<file path="src/include/icp_pkg.sv">
// Constants shared by the interrupt enable and priority register block
package icp_pkg;

  // ****************************************************************
  // Bus and register geometry
  // ****************************************************************
  localparam int          ADDR_W  = 8;
  localparam int          DATA_W  = 32;
  localparam int          REG_W   = 16;
  localparam int          LVL_W   = 3;
  localparam int          GRP_W   = 16;
  localparam int          NUM_SRC = 48;
  localparam int          SRC_W   = 6;
  localparam int          IRQ_W   = 2;

  // ****************************************************************
  // Register byte offsets
  // ****************************************************************
  localparam logic [7:0]  OFF_FLAGS0 = 8'h00;
  localparam logic [7:0]  OFF_FLAGS1 = 8'h04;
  localparam logic [7:0]  OFF_FLAGS4 = 8'h08;
  localparam logic [7:0]  OFF_GATE0  = 8'h0C;
  localparam logic [7:0]  OFF_GATE1  = 8'h10;
  localparam logic [7:0]  OFF_GATE4  = 8'h14;
  localparam logic [7:0]  OFF_LEVEL0 = 8'h18;
  localparam logic [7:0]  OFF_LEVEL1 = 8'h1C;
  localparam logic [7:0]  OFF_IRQ_ST = 8'h20;
  localparam logic [7:0]  OFF_IRQ_MK = 8'h24;
  localparam logic [7:0]  OFF_CORE   = 8'h28;

  // ****************************************************************
  // Implemented-bit masks and reset values
  // ****************************************************************
  localparam logic [15:0] IMPL_GRP0   = 16'h3FEF;
  localparam logic [15:0] IMPL_GRP1   = 16'h20DB;
  localparam logic [15:0] IMPL_GRP4   = 16'h0002;
  localparam logic [15:0] IMPL_LEVEL0 = 16'h7777;
  localparam logic [15:0] IMPL_LEVEL1 = 16'h7770;
  localparam logic [15:0] RST_FLAGS   = 16'h0000;
  localparam logic [15:0] RST_LEVEL0  = 16'h4444;
  localparam logic [15:0] RST_LEVEL1  = 16'h4440;
  localparam logic [1:0]  IMPL_IRQ    = 2'h3;
  localparam logic [1:0]  RST_IRQ     = 2'h0;

  // ****************************************************************
  // Field positions
  // ****************************************************************
  localparam int          UART_ERR_BIT = 1;
  localparam int          FLD_HI       = 12;
  localparam int          FLD_MID      = 8;
  localparam int          FLD_LO       = 4;
  localparam int          FLD_BASE     = 0;
  localparam int          SRC_TIMER1   = 3;
  localparam int          SRC_CMP1     = 2;
  localparam int          SRC_CAP1     = 1;
  localparam int          SRC_EXT0     = 0;
  localparam int          SRC_TIMER2   = 7;
  localparam int          SRC_CMP2     = 6;
  localparam int          SRC_CAP2     = 5;
  localparam int          GRP1_BASE    = 16;
  localparam int          GRP4_BASE    = 32;
  localparam int          IRQ_FLAG_EVT = 0;
  localparam int          IRQ_REQ_EVT  = 1;
  localparam logic [2:0]  LEVEL_OFF    = 3'h0;
  localparam logic [2:0]  LEVEL_FIXED  = 3'h4;

endpackage

</file>
<file path="src/icp_bit_reg.sv">
// Software register with per-bit hardware set, clear and implemented mask
`timescale 1ns/1ps
module icp_bit_reg #(
  parameter int          W    = 16,
  parameter logic [W-1:0] IMPL = '1,
  parameter logic [W-1:0] RST  = '0
) (
  // Clock and reset
  input  wire logic         pclk,
  input  wire logic         presetn,
  input  wire logic         clk_en,
  // Software write
  input  wire logic         wr_en,
  input  wire logic [W-1:0] wdata,
  // Hardware set and clear
  input  wire logic [W-1:0] set,
  input  wire logic [W-1:0] clr,
  // Held value
  output logic      [W-1:0] q
);

  logic [W-1:0] q_d;

  // Set is applied last so an event in the clearing cycle survives
  assign q_d = (((wr_en ? wdata : q) & ~clr) | set) & IMPL;

  always_ff @(posedge pclk or negedge presetn) begin
    if (!presetn) begin
      q <= RST & IMPL;
    end else if (clk_en) begin
      q <= q_d;
    end
  end

endmodule // icp_bit_reg

</file>
<file path="src/icp_level_arb.sv">
// Picks the highest-level live request among all sources
`timescale 1ns/1ps
module icp_level_arb #(
  parameter int N     = 48,
  parameter int LW    = 3,
  parameter int IDW   = 6
) (
  // Candidate sources
  input  wire logic [N-1:0]    req,
  input  wire logic [N*LW-1:0] lvl,
  // Winner
  output logic                 win_valid,
  output logic      [LW-1:0]   win_level,
  output logic      [IDW-1:0]  win_id
);

  // Ties go to the lowest source number, a fixed natural order
  always_comb begin
    win_valid = 1'b0;
    win_level = '0;
    win_id    = '0;
    for (int i = 0; i < N; i++) begin
      if (req[i] && (lvl[i*LW +: LW] > win_level)) begin
        win_valid = 1'b1;
        win_level = lvl[i*LW +: LW];
        win_id    = IDW'(i);
      end
    end
  end

endmodule // icp_level_arb

</file>
<file path="src/icp_regs.sv">
// Interrupt flag, enable and priority registers with APB access
// What this block does
// UART error flag bit 1 records request
// Flags and enables readable, writable, reset zero
// Unimplemented bits read zero, ignore writes
// Enable bit gates its source's request
// Enable register 0 bit map
// Enable register 1 bit map
// Enable register 4 only bit 1
// Level fields binary, one to seven
// Level zero disables the source
// Level fields reset to four
// Level register 0 field map
// Level register 1 field map
// Flag register 0 matches enable layout
// Request highest nonzero enabled flagged level
//
// Design decisions made here: the register addresses and the APB register port.
`timescale 1ns/1ps
module icp_regs (
  // Clock, reset, enable
  input  wire logic        pclk,
  input  wire logic        presetn,
  input  wire logic        clk_en,
  // APB slave
  input  wire logic        psel,
  input  wire logic        penable,
  input  wire logic        pwrite,
  input  wire logic [7:0]  paddr,
  input  wire logic [31:0] pwdata,
  output logic      [31:0] prdata,
  output logic             pready,
  output logic             pslverr,
  // Peripheral event pulses, one bit per source
  input  wire logic [15:0] evt_group0,
  input  wire logic [15:0] evt_group1,
  input  wire logic [15:0] evt_group4,
  // Request to the core
  output logic             core_req,
  output logic      [2:0]  core_level,
  output logic      [5:0]  core_src,
  // Interrupt line
  output logic             irq
);

  // ****************************************************************
  // APB decode
  // ****************************************************************
  logic        pready_q;
  logic        pslverr_q;
  logic [31:0] prdata_q;
  logic        setup;
  logic        done;
  logic        wr_done;
  logic        rd_done;
  logic        sel_flags0;
  logic        sel_flags1;
  logic        sel_flags4;
  logic        sel_gate0;
  logic        sel_gate1;
  logic        sel_gate4;
  logic        sel_level0;
  logic        sel_level1;
  logic        sel_irq_st;
  logic        sel_irq_mk;
  logic        sel_core;
  logic        mapped;

  // No wait states: answer is prepared at setup, given in the first access cycle
  assign setup   = psel & ~penable & ~pready_q;
  assign done    = psel & penable & pready_q;
  assign wr_done = done & pwrite & ~pslverr_q;
  assign rd_done = done & ~pwrite & ~pslverr_q;

  assign sel_flags0 = (paddr == icp_pkg::OFF_FLAGS0);
  assign sel_flags1 = (paddr == icp_pkg::OFF_FLAGS1);
  assign sel_flags4 = (paddr == icp_pkg::OFF_FLAGS4);
  assign sel_gate0  = (paddr == icp_pkg::OFF_GATE0);
  assign sel_gate1  = (paddr == icp_pkg::OFF_GATE1);
  assign sel_gate4  = (paddr == icp_pkg::OFF_GATE4);
  assign sel_level0 = (paddr == icp_pkg::OFF_LEVEL0);
  assign sel_level1 = (paddr == icp_pkg::OFF_LEVEL1);
  assign sel_irq_st = (paddr == icp_pkg::OFF_IRQ_ST);
  assign sel_irq_mk = (paddr == icp_pkg::OFF_IRQ_MK);
  assign sel_core   = (paddr == icp_pkg::OFF_CORE);
  assign mapped     = sel_flags0 | sel_flags1 | sel_flags4 | sel_gate0 | sel_gate1
                    | sel_gate4 | sel_level0 | sel_level1 | sel_irq_st | sel_irq_mk
                    | sel_core;

  // ****************************************************************
  // Register storage
  // ****************************************************************
  logic [15:0] flags0;
  logic [15:0] flags1;
  logic [15:0] flags4;
  logic [15:0] gate0;
  logic [15:0] gate1;
  logic [15:0] gate4;
  logic [15:0] level0;
  logic [15:0] level1;
  logic [1:0]  irq_st;
  logic [1:0]  irq_mk;
  logic [1:0]  irq_set;
  logic [1:0]  irq_clr;
  logic [15:0] wr_lo;
  logic [15:0] no_bits;

  assign wr_lo   = pwdata[15:0];
  assign no_bits = '0;

  // Source events set their pending flag; software may also set or clear
  icp_bit_reg #(.W(16), .IMPL(icp_pkg::IMPL_GRP0), .RST(icp_pkg::RST_FLAGS)) u_flags0 (
    .pclk    (pclk),
    .presetn (presetn),
    .clk_en  (clk_en),
    .wr_en   (wr_done & sel_flags0),
    .wdata   (wr_lo),
    .set     (evt_group0),
    .clr     (no_bits),
    .q       (flags0)
  );

  icp_bit_reg #(.W(16), .IMPL(icp_pkg::IMPL_GRP1), .RST(icp_pkg::RST_FLAGS)) u_flags1 (
    .pclk    (pclk),
    .presetn (presetn),
    .clk_en  (clk_en),
    .wr_en   (wr_done & sel_flags1),
    .wdata   (wr_lo),
    .set     (evt_group1),
    .clr     (no_bits),
    .q       (flags1)
  );

  icp_bit_reg #(.W(16), .IMPL(icp_pkg::IMPL_GRP4), .RST(icp_pkg::RST_FLAGS)) u_flags4 (
    .pclk    (pclk),
    .presetn (presetn),
    .clk_en  (clk_en),
    .wr_en   (wr_done & sel_flags4),
    .wdata   (wr_lo),
    .set     (evt_group4),
    .clr     (no_bits),
    .q       (flags4)
  );

  icp_bit_reg #(.W(16), .IMPL(icp_pkg::IMPL_GRP0), .RST(icp_pkg::RST_FLAGS)) u_gate0 (
    .pclk    (pclk),
    .presetn (presetn),
    .clk_en  (clk_en),
    .wr_en   (wr_done & sel_gate0),
    .wdata   (wr_lo),
    .set     (no_bits),
    .clr     (no_bits),
    .q       (gate0)
  );

  icp_bit_reg #(.W(16), .IMPL(icp_pkg::IMPL_GRP1), .RST(icp_pkg::RST_FLAGS)) u_gate1 (
    .pclk    (pclk),
    .presetn (presetn),
    .clk_en  (clk_en),
    .wr_en   (wr_done & sel_gate1),
    .wdata   (wr_lo),
    .set     (no_bits),
    .clr     (no_bits),
    .q       (gate1)
  );

  icp_bit_reg #(.W(16), .IMPL(icp_pkg::IMPL_GRP4), .RST(icp_pkg::RST_FLAGS)) u_gate4 (
    .pclk    (pclk),
    .presetn (presetn),
    .clk_en  (clk_en),
    .wr_en   (wr_done & sel_gate4),
    .wdata   (wr_lo),
    .set     (no_bits),
    .clr     (no_bits),
    .q       (gate4)
  );

  icp_bit_reg #(.W(16), .IMPL(icp_pkg::IMPL_LEVEL0), .RST(icp_pkg::RST_LEVEL0)) u_level0 (
    .pclk    (pclk),
    .presetn (presetn),
    .clk_en  (clk_en),
    .wr_en   (wr_done & sel_level0),
    .wdata   (wr_lo),
    .set     (no_bits),
    .clr     (no_bits),
    .q       (level0)
  );

  icp_bit_reg #(.W(16), .IMPL(icp_pkg::IMPL_LEVEL1), .RST(icp_pkg::RST_LEVEL1)) u_level1 (
    .pclk    (pclk),
    .presetn (presetn),
    .clk_en  (clk_en),
    .wr_en   (wr_done & sel_level1),
    .wdata   (wr_lo),
    .set     (no_bits),
    .clr     (no_bits),
    .q       (level1)
  );

  // Read clears only the bits that were returned, so a late event stays
  assign irq_clr = (rd_done & sel_irq_st) ? prdata_q[1:0] : 2'h0;

  icp_bit_reg #(.W(2), .IMPL(icp_pkg::IMPL_IRQ), .RST(icp_pkg::RST_IRQ)) u_irq_st (
    .pclk    (pclk),
    .presetn (presetn),
    .clk_en  (clk_en),
    .wr_en   (1'b0),
    .wdata   (2'h0),
    .set     (irq_set),
    .clr     (irq_clr),
    .q       (irq_st)
  );

  icp_bit_reg #(.W(2), .IMPL(icp_pkg::IMPL_IRQ), .RST(icp_pkg::RST_IRQ)) u_irq_mk (
    .pclk    (pclk),
    .presetn (presetn),
    .clk_en  (clk_en),
    .wr_en   (wr_done & sel_irq_mk),
    .wdata   (pwdata[1:0]),
    .set     (2'h0),
    .clr     (2'h0),
    .q       (irq_mk)
  );

  // ****************************************************************
  // Source levels and arbitration
  // ****************************************************************
  logic [47:0]  live;
  logic [143:0] lvl;
  logic         win_valid;
  logic [2:0]   win_level;
  logic [5:0]   win_id;

  // Flag and enable both required; level zero never wins the compare
  assign live = {flags4 & gate4, flags1 & gate1, flags0 & gate0};

  // Sources without a level field here run at a fixed mid level
  always_comb begin
    for (int i = 0; i < icp_pkg::NUM_SRC; i++) begin
      lvl[i*icp_pkg::LVL_W +: icp_pkg::LVL_W] = icp_pkg::LEVEL_FIXED;
    end
    lvl[icp_pkg::SRC_TIMER1*3 +: 3] = level0[icp_pkg::FLD_HI   +: 3];
    lvl[icp_pkg::SRC_CMP1*3   +: 3] = level0[icp_pkg::FLD_MID  +: 3];
    lvl[icp_pkg::SRC_CAP1*3   +: 3] = level0[icp_pkg::FLD_LO   +: 3];
    lvl[icp_pkg::SRC_EXT0*3   +: 3] = level0[icp_pkg::FLD_BASE +: 3];
    lvl[icp_pkg::SRC_TIMER2*3 +: 3] = level1[icp_pkg::FLD_HI   +: 3];
    lvl[icp_pkg::SRC_CMP2*3   +: 3] = level1[icp_pkg::FLD_MID  +: 3];
    lvl[icp_pkg::SRC_CAP2*3   +: 3] = level1[icp_pkg::FLD_LO   +: 3];
  end

  // Strict greater-than against an initial zero drops level 000 sources
  icp_level_arb #(.N(48), .LW(3), .IDW(6)) u_arb (
    .req       (live),
    .lvl       (lvl),
    .win_valid (win_valid),
    .win_level (win_level),
    .win_id    (win_id)
  );

  // ****************************************************************
  // Events and read data
  // ****************************************************************
  logic        core_req_q;
  logic [2:0]  core_level_q;
  logic [5:0]  core_src_q;
  logic        irq_q;
  logic        any_evt;
  logic [31:0] rd_word;

  assign any_evt = |(evt_group0 & icp_pkg::IMPL_GRP0) | |(evt_group1 & icp_pkg::IMPL_GRP1)
                 | |(evt_group4 & icp_pkg::IMPL_GRP4);
  assign irq_set = {win_valid & ~core_req_q, any_evt};

  assign rd_word = sel_flags0 ? {16'h0000, flags0} :
                   sel_flags1 ? {16'h0000, flags1} :
                   sel_flags4 ? {16'h0000, flags4} :
                   sel_gate0  ? {16'h0000, gate0}  :
                   sel_gate1  ? {16'h0000, gate1}  :
                   sel_gate4  ? {16'h0000, gate4}  :
                   sel_level0 ? {16'h0000, level0} :
                   sel_level1 ? {16'h0000, level1} :
                   sel_irq_st ? {30'h0000_0000, irq_st} :
                   sel_irq_mk ? {30'h0000_0000, irq_mk} :
                   sel_core   ? {22'h00_0000, core_src_q, core_level_q, core_req_q} :
                   32'h0000_0000;

  // ****************************************************************
  // Output flops
  // ****************************************************************
  always_ff @(posedge pclk or negedge presetn) begin
    if (!presetn) begin
      pready_q  <= 1'b0;
      pslverr_q <= 1'b0;
      prdata_q  <= 32'h0000_0000;
    end else if (clk_en) begin
      pready_q  <= setup;
      pslverr_q <= setup & ~mapped;
      if (setup) begin
        prdata_q <= rd_word;
      end
    end
  end

  always_ff @(posedge pclk or negedge presetn) begin
    if (!presetn) begin
      core_req_q   <= 1'b0;
      core_level_q <= 3'h0;
      core_src_q   <= 6'h00;
      irq_q        <= 1'b0;
    end else if (clk_en) begin
      core_req_q   <= win_valid;
      core_level_q <= win_level;
      core_src_q   <= win_id;
      irq_q        <= |(irq_st & irq_mk);
    end
  end

  assign prdata     = prdata_q;
  assign pready     = pready_q;
  assign pslverr    = pslverr_q;
  assign core_req   = core_req_q;
  assign core_level = core_level_q;
  assign core_src   = core_src_q;
  assign irq        = irq_q;

endmodule // icp_regs
</file>
<file path="config.mk">
export PLATFORM = sky130hd
export DESIGN_NAME = icp_regs
export DESIGN_NICKNAME = d
export VERILOG_FILES = /design/src/include/icp_pkg.sv /design/src/icp_bit_reg.sv /design/src/icp_level_arb.sv /design/src/icp_regs.sv
export SDC_FILE = /design/constraint.sdc
export NUM_CORES = 1
export LEC_CHECK = 0
export ABC_CLOCK_PERIOD_IN_PS = 11450
export BUFFER_PORTS_ARGS = -buffer_cell sky130_fd_sc_hd__buf_2
export CORE_MARGIN = 10
export CORE_UTILIZATION = 54
export DETAILED_ROUTE_END_ITERATION = 10
export PLACE_DENSITY = 0.79
export SLEW_MARGIN = 25
export SYNTH_ARGS = -nofsm -noshare
export SYNTH_HDL_FRONTEND = slang
export SYNTH_SLANG_ARGS = --single-unit
</file>
<file path="constraint.sdc">
create_clock -name pclk -period 11.45 [get_ports pclk]
set_input_delay 1.145 -clock pclk [delete_from_list [all_inputs] [get_ports pclk]]
set_output_delay 1.145 -clock pclk [all_outputs]
set_load 0.02 [all_outputs]
</file>
# --- Word level (Yosys, flattened, before mapping) ---
# Cells that the tools add are included.
# W data, S select, Z words.
op_classes:
  add_sub_neg: 0
  mul: 0
  div: 0
  n_lt_le_gt_ge: 48
  n_eq_ne: 10
  shifts: 0
  n_mux: 158
  bitwise_logic: 48
  n_reduce_logical: 59
ops:
  columns: ["cell", "n"]
  rows:
  - ["$mux W3", 52]
  - ["$gt A3 B3 Y1 const A", 41]
  - ["$mux W15", 8]
  - ["$mux W6", 16]
  - ["$mux W5", 16]
  - ["$mux W1", 49]
  - ["$eq A8 B5 Y1 const B", 4]
  - ["$mux W4", 8]
  - ["$logic_and A1 B1 Y1", 30]
  - ["$mux W10", 3]
  - ["$and A14 B14 Y14", 2]
  - ["$mux W14", 2]
  - ["$or A14 B14 Y14", 2]
  - ["$eq A8 B6 Y1 const B", 3]
  - ["$and A1 B1 Y1", 20]
  - ["$gt A3 B3 Y1", 6]
  - ["$logic_and A1 B1 Y1 const A", 18]
  - ["$eq A8 B4 Y1 const B", 2]
  - ["$reduce_and A2 Y1", 7]
  - ["$reduce_or A13 Y1", 1]
  - ["$or A1 B1 Y1", 12]
  - ["$eq A8 B3 Y1 const B", 1]
  - ["$logic_not A8 Y1", 1]
  - ["$mux W2", 4]
  - ["7 further kinds", 15]
word_totals:
  ff_bits: 112
  latch_bits: 0
  mem_bits_rw: 0
  romBits: 0
  word_cells: 340
  memories: 0

# --- Longest topological paths before layout ---
# Gate-level depths: netlist of run 1.
logic_depth:
  word_depth: 146
  depth_mapped: 42
  ltp_nobuf: 40

# --- By module ---
# A second synthesis of run 1 with hierarchy kept.
unflattened:
  cells_unflattened: 1854
  area_unflattened_um2: 14068.5
modules_own_cells:
  columns: ["module", "instances", "cells_each", "area_each_um2", "seq_area_each_um2"]
  rows:
  - ["icp_level_arb", 1, 1085, 6695.2, 0.0]
  - ["icp_regs", 1, 402, 3256.9, 725.7]
  - ["icp_bit_reg at u_flags0 ...", 2, 62, 738.2, 325.3]
  - ["icp_bit_reg at u_flags1 ...", 2, 41, 442.9, 175.2]
  - ["icp_bit_reg at u_level0", 1, 58, 676.9, 305.3]
  - ["icp_bit_reg at u_level1", 1, 47, 544.3, 229.0]
  - ["icp_bit_reg at u_flags4 ...", 2, 20, 166.4, 25.0]
  - ["icp_bit_reg at u_irq_mk ...", 2, 8, 100.1, 50.0]

# --- Worst setup path after synthesis of run 1 ---
# No wires, ideal clock.
synth_path:
  kind: "register -> register"
  startpoint: "reg u_level0.q[2]"
  endpoint: "reg core_src_q[0] (netlist: core_src[0])"
  setup_time_ns: 0.099
  arrival_ns: 8.496
  t_required_ns: 11.351
  slack_ns: 2.855
  path_stages_with_launch: 41
  n_path_buf: 1
  path_cell_list: "dfstp_2 nand3_1 ha_1 nor2_1 a31o_2 o21ai_0 and2_1 inv_1 ha_1 nor2_1 a21oi_1 o2111a_1 a211oi_1 ha_1 or2_2 a41oi_1 o21ai_0 a21o_1 (+5 left out) buf_2 a31oi_1 ha_1 nor2_1 maj3_1 o311ai_0 nand3_2 mux2i_1 ha_1 nor2b_1 o21ai_0 a21oi_2 mux2_4 o311ai_2 o22a_1 o21ai_1 a211o_1 a311oi_1"
synth_via:
  elab_chain_cells: 144
  word_cells_on_any_way: 190
  cone_classes: "order compare (48); mux (94); reduce/logical (48)"
synth_lines:
  columns: ["item", "line_no", "text"]
  rows:
  - ["start: declaration", "icp_bit_reg.sv:19", "output logic [W-1:0] q"]
  - ["start signal: assignment", "icp_bit_reg.sv:29", "q <= RST & IMPL;"]
  - ["start signal: assignment", "icp_bit_reg.sv:31", "q <= q_d;"]
  - ["$gt A3 B1 Y1", "icp_level_arb.sv:23", "if (req[i] && (lvl[i*LW +: LW] > win_level)) begin"]
  - ["$logic_and A1 B1 Y1", "icp_level_arb.sv:23", null]
  - ["$mux W3 *", "icp_level_arb.sv:23", null]
  - ["$gt A3 B3 Y1", "icp_level_arb.sv:23", null]
  - ["$logic_and A1 B1 Y1", "icp_level_arb.sv:23", null]
  - ["$mux W3", "icp_level_arb.sv:23", null]
  - ["$gt A3 B3 Y1", "icp_level_arb.sv:23", null]
  - ["$logic_and A1 B1 Y1", "icp_level_arb.sv:23", null]
  - ["(+128 left out)", null, null]
  - ["$logic_and A1 B1 Y1", "icp_level_arb.sv:23", null]
  - ["$mux W3", "icp_level_arb.sv:23", null]
  - ["$gt A3 B3 Y1", "icp_level_arb.sv:23", null]
  - ["$logic_and A1 B1 Y1", "icp_level_arb.sv:23", null]
  - ["$mux W3", "icp_level_arb.sv:23", null]
  - ["$gt A3 B3 Y1", "icp_level_arb.sv:23", null]
  - ["$logic_and A1 B1 Y1", "icp_level_arb.sv:23", null]
  - ["$mux W6 *", "icp_level_arb.sv:23", null]
  - ["end signal: assignment", "icp_regs.sv:313", "core_src_q <= win_id;"]
  - ["end: declaration", "icp_regs.sv:265", "logic [5:0] core_src_q;"]
# Every way passes the cells marked *; elsewhere a longest branch is shown, timed or not.
# A chain may end at the register's enable or synchronous reset.

# --- Worst setup path in the final report of run 1 ---
# Ends and elaborated chain as after synthesis.

==> results of run 1 <==
-- worst max-delay path, delay by kind of cell (launching register included) --
| kind | cells | cell delay [ns] |
|---|---|---|
| AO/OA/AOI/OAI | 16 | 4.05 |
| AND/OR/NAND/NOR | 15 | 2.60 |
| adder cells (fa/ha/maj) | 7 | 2.13 |
| flip-flops | 1 | 0.56 |
| multiplexers | 1 | 0.39 |
| buffers and inverters | 1 | 0.05 |
-- worst paths after layout --
check / start / endpoint / slack [ns] / cells past startpoint
max: u_level0.q[2] / core_src[0] / 1.57 / 40
min: core_req / u_irq_st.q[1] / 0.53 / 1
max reg2reg: u_level0.q[2] / core_src[0] / 1.57 / 40
min reg2reg: core_req / u_irq_st.q[1] / 0.53 / 1
max in group asynchronous: presetn / u_gate0.q[9] / 9.61 / 2
min in group asynchronous: presetn / prdata[0] / 0.71 / 1
-- Yosys cell counts (all sizes together), types with 4 or more instances --
cell type / instances
dfstp: 7
or4: 4
o2bb2ai: 4
a22oi: 20
nand3: 29
and2: 6
a211oi: 5
clkbuf: 20
nand2b: 5
nor3: 12
nor2b: 24
nor2: 45
nor4: 12
a21oi: 17
a222oi: 8
buf: 20
nand2: 48
a221oi: 6
a221o: 21
nand4: 4
ha: 10
a31oi: 21
o21ai: 24
a22o: 5
mux2: 35
a21o: 7
and3: 5
inv: 20
o311ai: 8
dfrtp: 88
-- layout make-up --
class / count / area (um2) / share of cell area (%)
Clock buffer: 12 / 165.2 / 2.579
Clock inverter: 4 / 76.32 / 1.192
Multi-Input combinational cell: 442 / 3099 / 48.39
Tap cell: 136 / 170.2 / 2.657
Sequential cell: 95 / 2386 / 37.25
Timing Repair Buffer: 83 / 432.9 / 6.759
Inverter: 20 / 75.07 / 1.172
-- power breakdown --
| group | switching [uW] | internal (uW) |
|---|---|---|
| clock | 124 | 141 |
| combinational | 59.9 | 26.2 |
| sequential | 9.19 | 349 |
| total | 193 | 516 |
-- kinds of logic after synthesis --
logic type / share of synthesized area, %
buf+inv: 5.480
other cells: 0.06596
compound gates: 24.58
simple gates: 17.83
mux: 7.526
fa+ha+maj: 2.553
flops: 41.97
-- metrics by stage --
stage,utilization [%],setup slack (ns),cell area (um2),power [uW],std cells
after floorplan,-,2.855,5746,411.4,597
after global placement,59.74,1.826,6140,447.4,776
after detailed placement,59.87,1.745,6153,449.5,776
after CTS,62.22,1.663,6395,707.8,792
after global routing,62.32,0.7248,6405,732.2,792
final,62.32,1.566,6405,709.2,792
-- layer usage --
layer | track usage [%] | routed length (um) | part of all wire (%) | up-vias
met3 | 4.729 | 1720 | 9.5 | 52
met1 | 31.59 | 7476 | 41 | 2595
met4 | 8.247 | 587 | 3.2 | 0
li1 | - | - | - | 2350
met2 | 37.72 | 8383 | 46 | 297
met5 | 0 | 0 | 0 | -
-- sequential cells by signal (all words and copies together) (netlist names) --
register    cells
core_level      3
core_req        1
core_src        6
irq             1
prdata         15
pready          1
pslverr         1
u_flags0.q     13
u_flags1.q      7
u_flags4.q      1
u_gate0.q      13
u_gate1.q       7
u_gate4.q       1
u_irq_mk.q      2
u_irq_st.q      2
u_level0.q     12
u_level1.q      9
-- placed cells by master (no fill, tap or decap), types with 23 or more instances in the layout --
cell     instances
dfrtp_1         88
buf_2           76
nand2_1         48
nor2_1          42
mux2_2          34
nand3_1         28
o21ai_0         23
nor2b_1         23
==> results.ini, run 1 <==
[power_and_ir_drop]
power.leakage_uw=0.002755
ir_drop_v=0.00006397
power_per_cell_area_nw_per_um2=110.7

[drt]
wl_um=18170
post-route-drc-count=0
drt_iter0_markers=845
ant_nets=0
drtPass1Iterations=6
wl_per_cell_um=22.94
vias=5294
post_drt_via_cell_ratio=6.684

[sta]
hold_slack_ns=0.5284
finalHoldViolCount=0
maxSlewHeadroom_pct=37.43
rsz0062_at_grt=false
finalSetupViolations=0
skew_ns=0.009510
maxSlewViolCount=0
tns_ns=0
fin_crit_sh_pct=86.33
timing.fmax_mhz=101.2
tightest_slew_ns=0.9351
fin_crit_ns=9.884

[place]
port_buffers=77
dp_hpwl_um=13550
gp_congestion=0.9634

[setup_path]
required_ns=11.74
path_class=flop to flop
start_kind=flop
path_common_cell=ha_1
slowest_stage=dfstp_2
cp.arrival_ns=10.17
cp_max_fo=9
max_stage_delay_ns=0.56
endpoint_kind=flop

[cells_and_area]
antenna_cells=0
drive_above_1_share_pct=25.76
fillers=855
area_growth_syn_to_layout_pct=12.65
nets=755

[cts]
clock_latency_ns=0.38
post-cts-setup-buffers=0
cts-resized-gates=0
clkSlewWorstSetupHoldPaths_ns=0.09
clock_sinks=95
ctsHoldBuffers=0
cts_buffer_depth=2
cts_made_buffers=9
root_buffer=clkbuf_8
h-tree-depth=3
cts_tree=built

[die]
start_util_pct=55.32
std_cell_rows=37
die-width_um=122.6
die-area_um2=15030
core_um2=10280
die_h_um=122.6
io_pins=139

[worst_hold_path]
hp-class=flop to flop

[yosys]
seq_area_frac_synth_pct=41.97
ys.flop_type=dfrtp_1
postSynthAreaPerCell_um2=9.786
ys_async_sr_fraction_pct=100.0
synth_cell_types=78
synth_top_cell_area_share_pct=38.73
netlist_instances=581
yosys_warnings=0
syn_area_um2=5685
yosys_register_bits=95
synth.largest_area_cell=dfrtp_1
synth-edff-count=0
synth.area.top_cells=dfrtp_1 (39%), mux2_2 (6.7%), a221o_1 (3.5%)

[flow_run]
cap_violations=0

[grt]
grt_overflow=0
grt_start_max_net_pins=60
grt_use_total_pct=23.71
grt_pass1_wl_um=27970
antenna_found_initial=0
grt_pass1_vias=5071

[run_status]
status=completed

Power figures use the tool's default switching activity.
==> inputs of run 2 (changes only) <==
Settings changed: CORE_ASPECT_RATIO set to 1.5.
==> run 2 against run 1 <==
Net effect:
- worst setup slack worse by 0.13 ns
- global-route usage increased by 0.75 points
- fmax down 1.3%
- highest routed layer unchanged
- worst hold slack got worse by 0.0037 ns
- final area increased by 0.84%
- non-clock buffer count up 2
==> results.ini, run 2 (synthesized netlist as in run 1, its figures left out) <==
[grt]
grt_pass1_vias=5214  ; +2.8%
grt_use_total_pct=24.45  ; +0.75 points
grt_start_max_net_pins=74  ; +23%
grt_overflow=0  ; unchanged
antenna_found_initial=0  ; unchanged
grt_pass1_wl_um=29450  ; +5.3%

[cells_and_area]
final_common_cell=dfrtp_1
antenna_cells=0  ; unchanged
drive_above_1_share_pct=25.11  ; -0.65 points
multi_input_area_um2=3088  ; -0.36%
largest_reg_flops=15  ; unchanged
area_growth_syn_to_layout_pct=13.60
seq_area_um2=2386  ; unchanged
final_cell_mix=dfrtp_1 (88), buf_2 (76), nand2_1 (48), nor2_1 (44), mux2_2 (34)
fillers=866  ; +1.3%
nets=757  ; +0.26%

[place]
dp_hpwl_um=14290  ; +5.5%
dp_slack_ns=1.590  ; -0.1550 ns
gp_congestion=0.9329  ; -3.2%
port_buffers=77  ; unchanged

[sta]
finalHoldViolCount=0  ; unchanged
tightest_slew_ns=1.110  ; +0.1745 ns
rsz0062_at_grt=false
maxSlewViolCount=0  ; unchanged
fin_crit_sh_pct=87.49  ; +1.2 points
fin_crit_ns=10.02  ; +0.1333 ns
tns_ns=0  ; unchanged
fin_ws_ns=1.433  ; -0.1333 ns
skew_ns=0.005700  ; -0.003810 ns
finalSetupViolations=0  ; unchanged
timing.fmax_mhz=99.83  ; -1.3%
maxSlewHeadroom_pct=25.75  ; -12 points

[drt]
ant_nets=0  ; unchanged
drtPass1Iterations=5  ; -1
wl_per_cell_um=23.86  ; +4.0%
post_drt_via_cell_ratio=6.617  ; -1.0%
drt_iter0_markers=435  ; -49%
vias=5280  ; -0.26%
post-route-drc-count=0  ; unchanged
wl_um=19040  ; +4.8%

[setup_path]
cp_max_fo=9  ; unchanged
slowest_stage=or4_1
cp.arrival_ns=10.27  ; +0.10 ns
endpoint_kind=flop
start_kind=flop
required_ns=11.71  ; -0.03 ns
path_common_cell=ha_1
max_stage_delay_ns=0.62  ; +0.06 ns
path_class=flop to flop

[die]
die_h_um=145.7  ; +19%
io_pins=139  ; unchanged
core_um2=10190  ; -0.84%
start_util_pct=55.79  ; +0.47 points
die-area_um2=15120  ; +0.56%
std_cell_rows=45  ; +22%
die-width_um=103.8  ; -15%

[power_and_ir_drop]
power.leakage_uw=0.002773  ; +0.63%
ir_drop_v=0.00007641  ; +19%
finalPower_uw=745.7  ; +5.1%
power_per_cell_area_nw_per_um2=115.5  ; +4.3%

[run_status]
status=completed

[cts]
ctsHoldBuffers=0  ; unchanged
clock_latency_ns=0.35  ; -0.03 ns
cts-resized-gates=0  ; unchanged
clkSlewWorstSetupHoldPaths_ns=0.06  ; -0.03 ns
cts_tree=built
root_buffer=clkbuf_16
cts_buffer_depth=2  ; unchanged
cts_made_buffers=9  ; unchanged
h-tree-depth=3  ; unchanged
clock_sinks=95  ; unchanged
post-cts-setup-buffers=0  ; unchanged

[flow_run]
cap_violations=0  ; unchanged

[worst_hold_path]
hp-class=flop to flop

[run 2: area by class of cell]
cell class / count / share of cell area [%]
flip-flops and latches: 95 / 36.94
clock inverters: 2 / 0.5424
clock buffers: 13 / 3.874
multi-input cells: 442 / 47.81
well taps: 141 / 2.731
repair buffers: 85 / 6.935
inverters: 20 / 1.162
[run 2: final timing paths]
path / startpoint / end / slack [ns] / cells past startpoint
hold reg to reg: u_irq_st.q[0] / u_irq_st.q[0] / 0.52 / 2
min in group asynchronous: presetn / u_flags0.q[5] / 0.67 / 1
setup reg to reg: u_level0.q[2] / core_src[0] / 1.43 / 39
setup / recovery: u_level0.q[2] / core_src[0] / 1.43 / 39
max in group asynchronous: presetn / prdata[13] / 9.51 / 2
hold / removal: u_irq_st.q[0] / u_irq_st.q[0] / 0.52 / 2
[run 2: layer usage]
metal	track usage (%)	part of all wire, %	vias to the layer above
met4	13.62	4.2	0
met3	4.604	7.5	50
li1	-	-	2363
met5	0	0	-
met2	42.08	51	298
met1	27.72	38	2569
[run 2: worst max-delay path: cells and delay by family (launching register included)]
family	cells	cell delay (ns)
flops	1	0.55
fa+ha+maj	7	2.08
compound gates	16	3.98
mux	2	0.64
buf+inv	1	0.05
simple gates	13	2.61
[run 2: through the flow]
stage	cell area [um2]	utilization (%)	instances	hold WS (ns)
finish	6459	63.38	798	0.5246
CTS	6446	63.25	798	0.5329
global placement	6161	60.45	783	0.4956
global route	6459	63.38	798	0.5521
floorplan	5746	-	597	0.4685
detailed placement	6161	60.45	783	0.5214
[run 2: where the power goes]
part	total (uW)	leakage, uW	switching, uW	internal (uW)
clock	301	0.000140	127	174
combinational	85.9	0.00154	59.7	26.2
sequential	359	0.00109	9.88	349
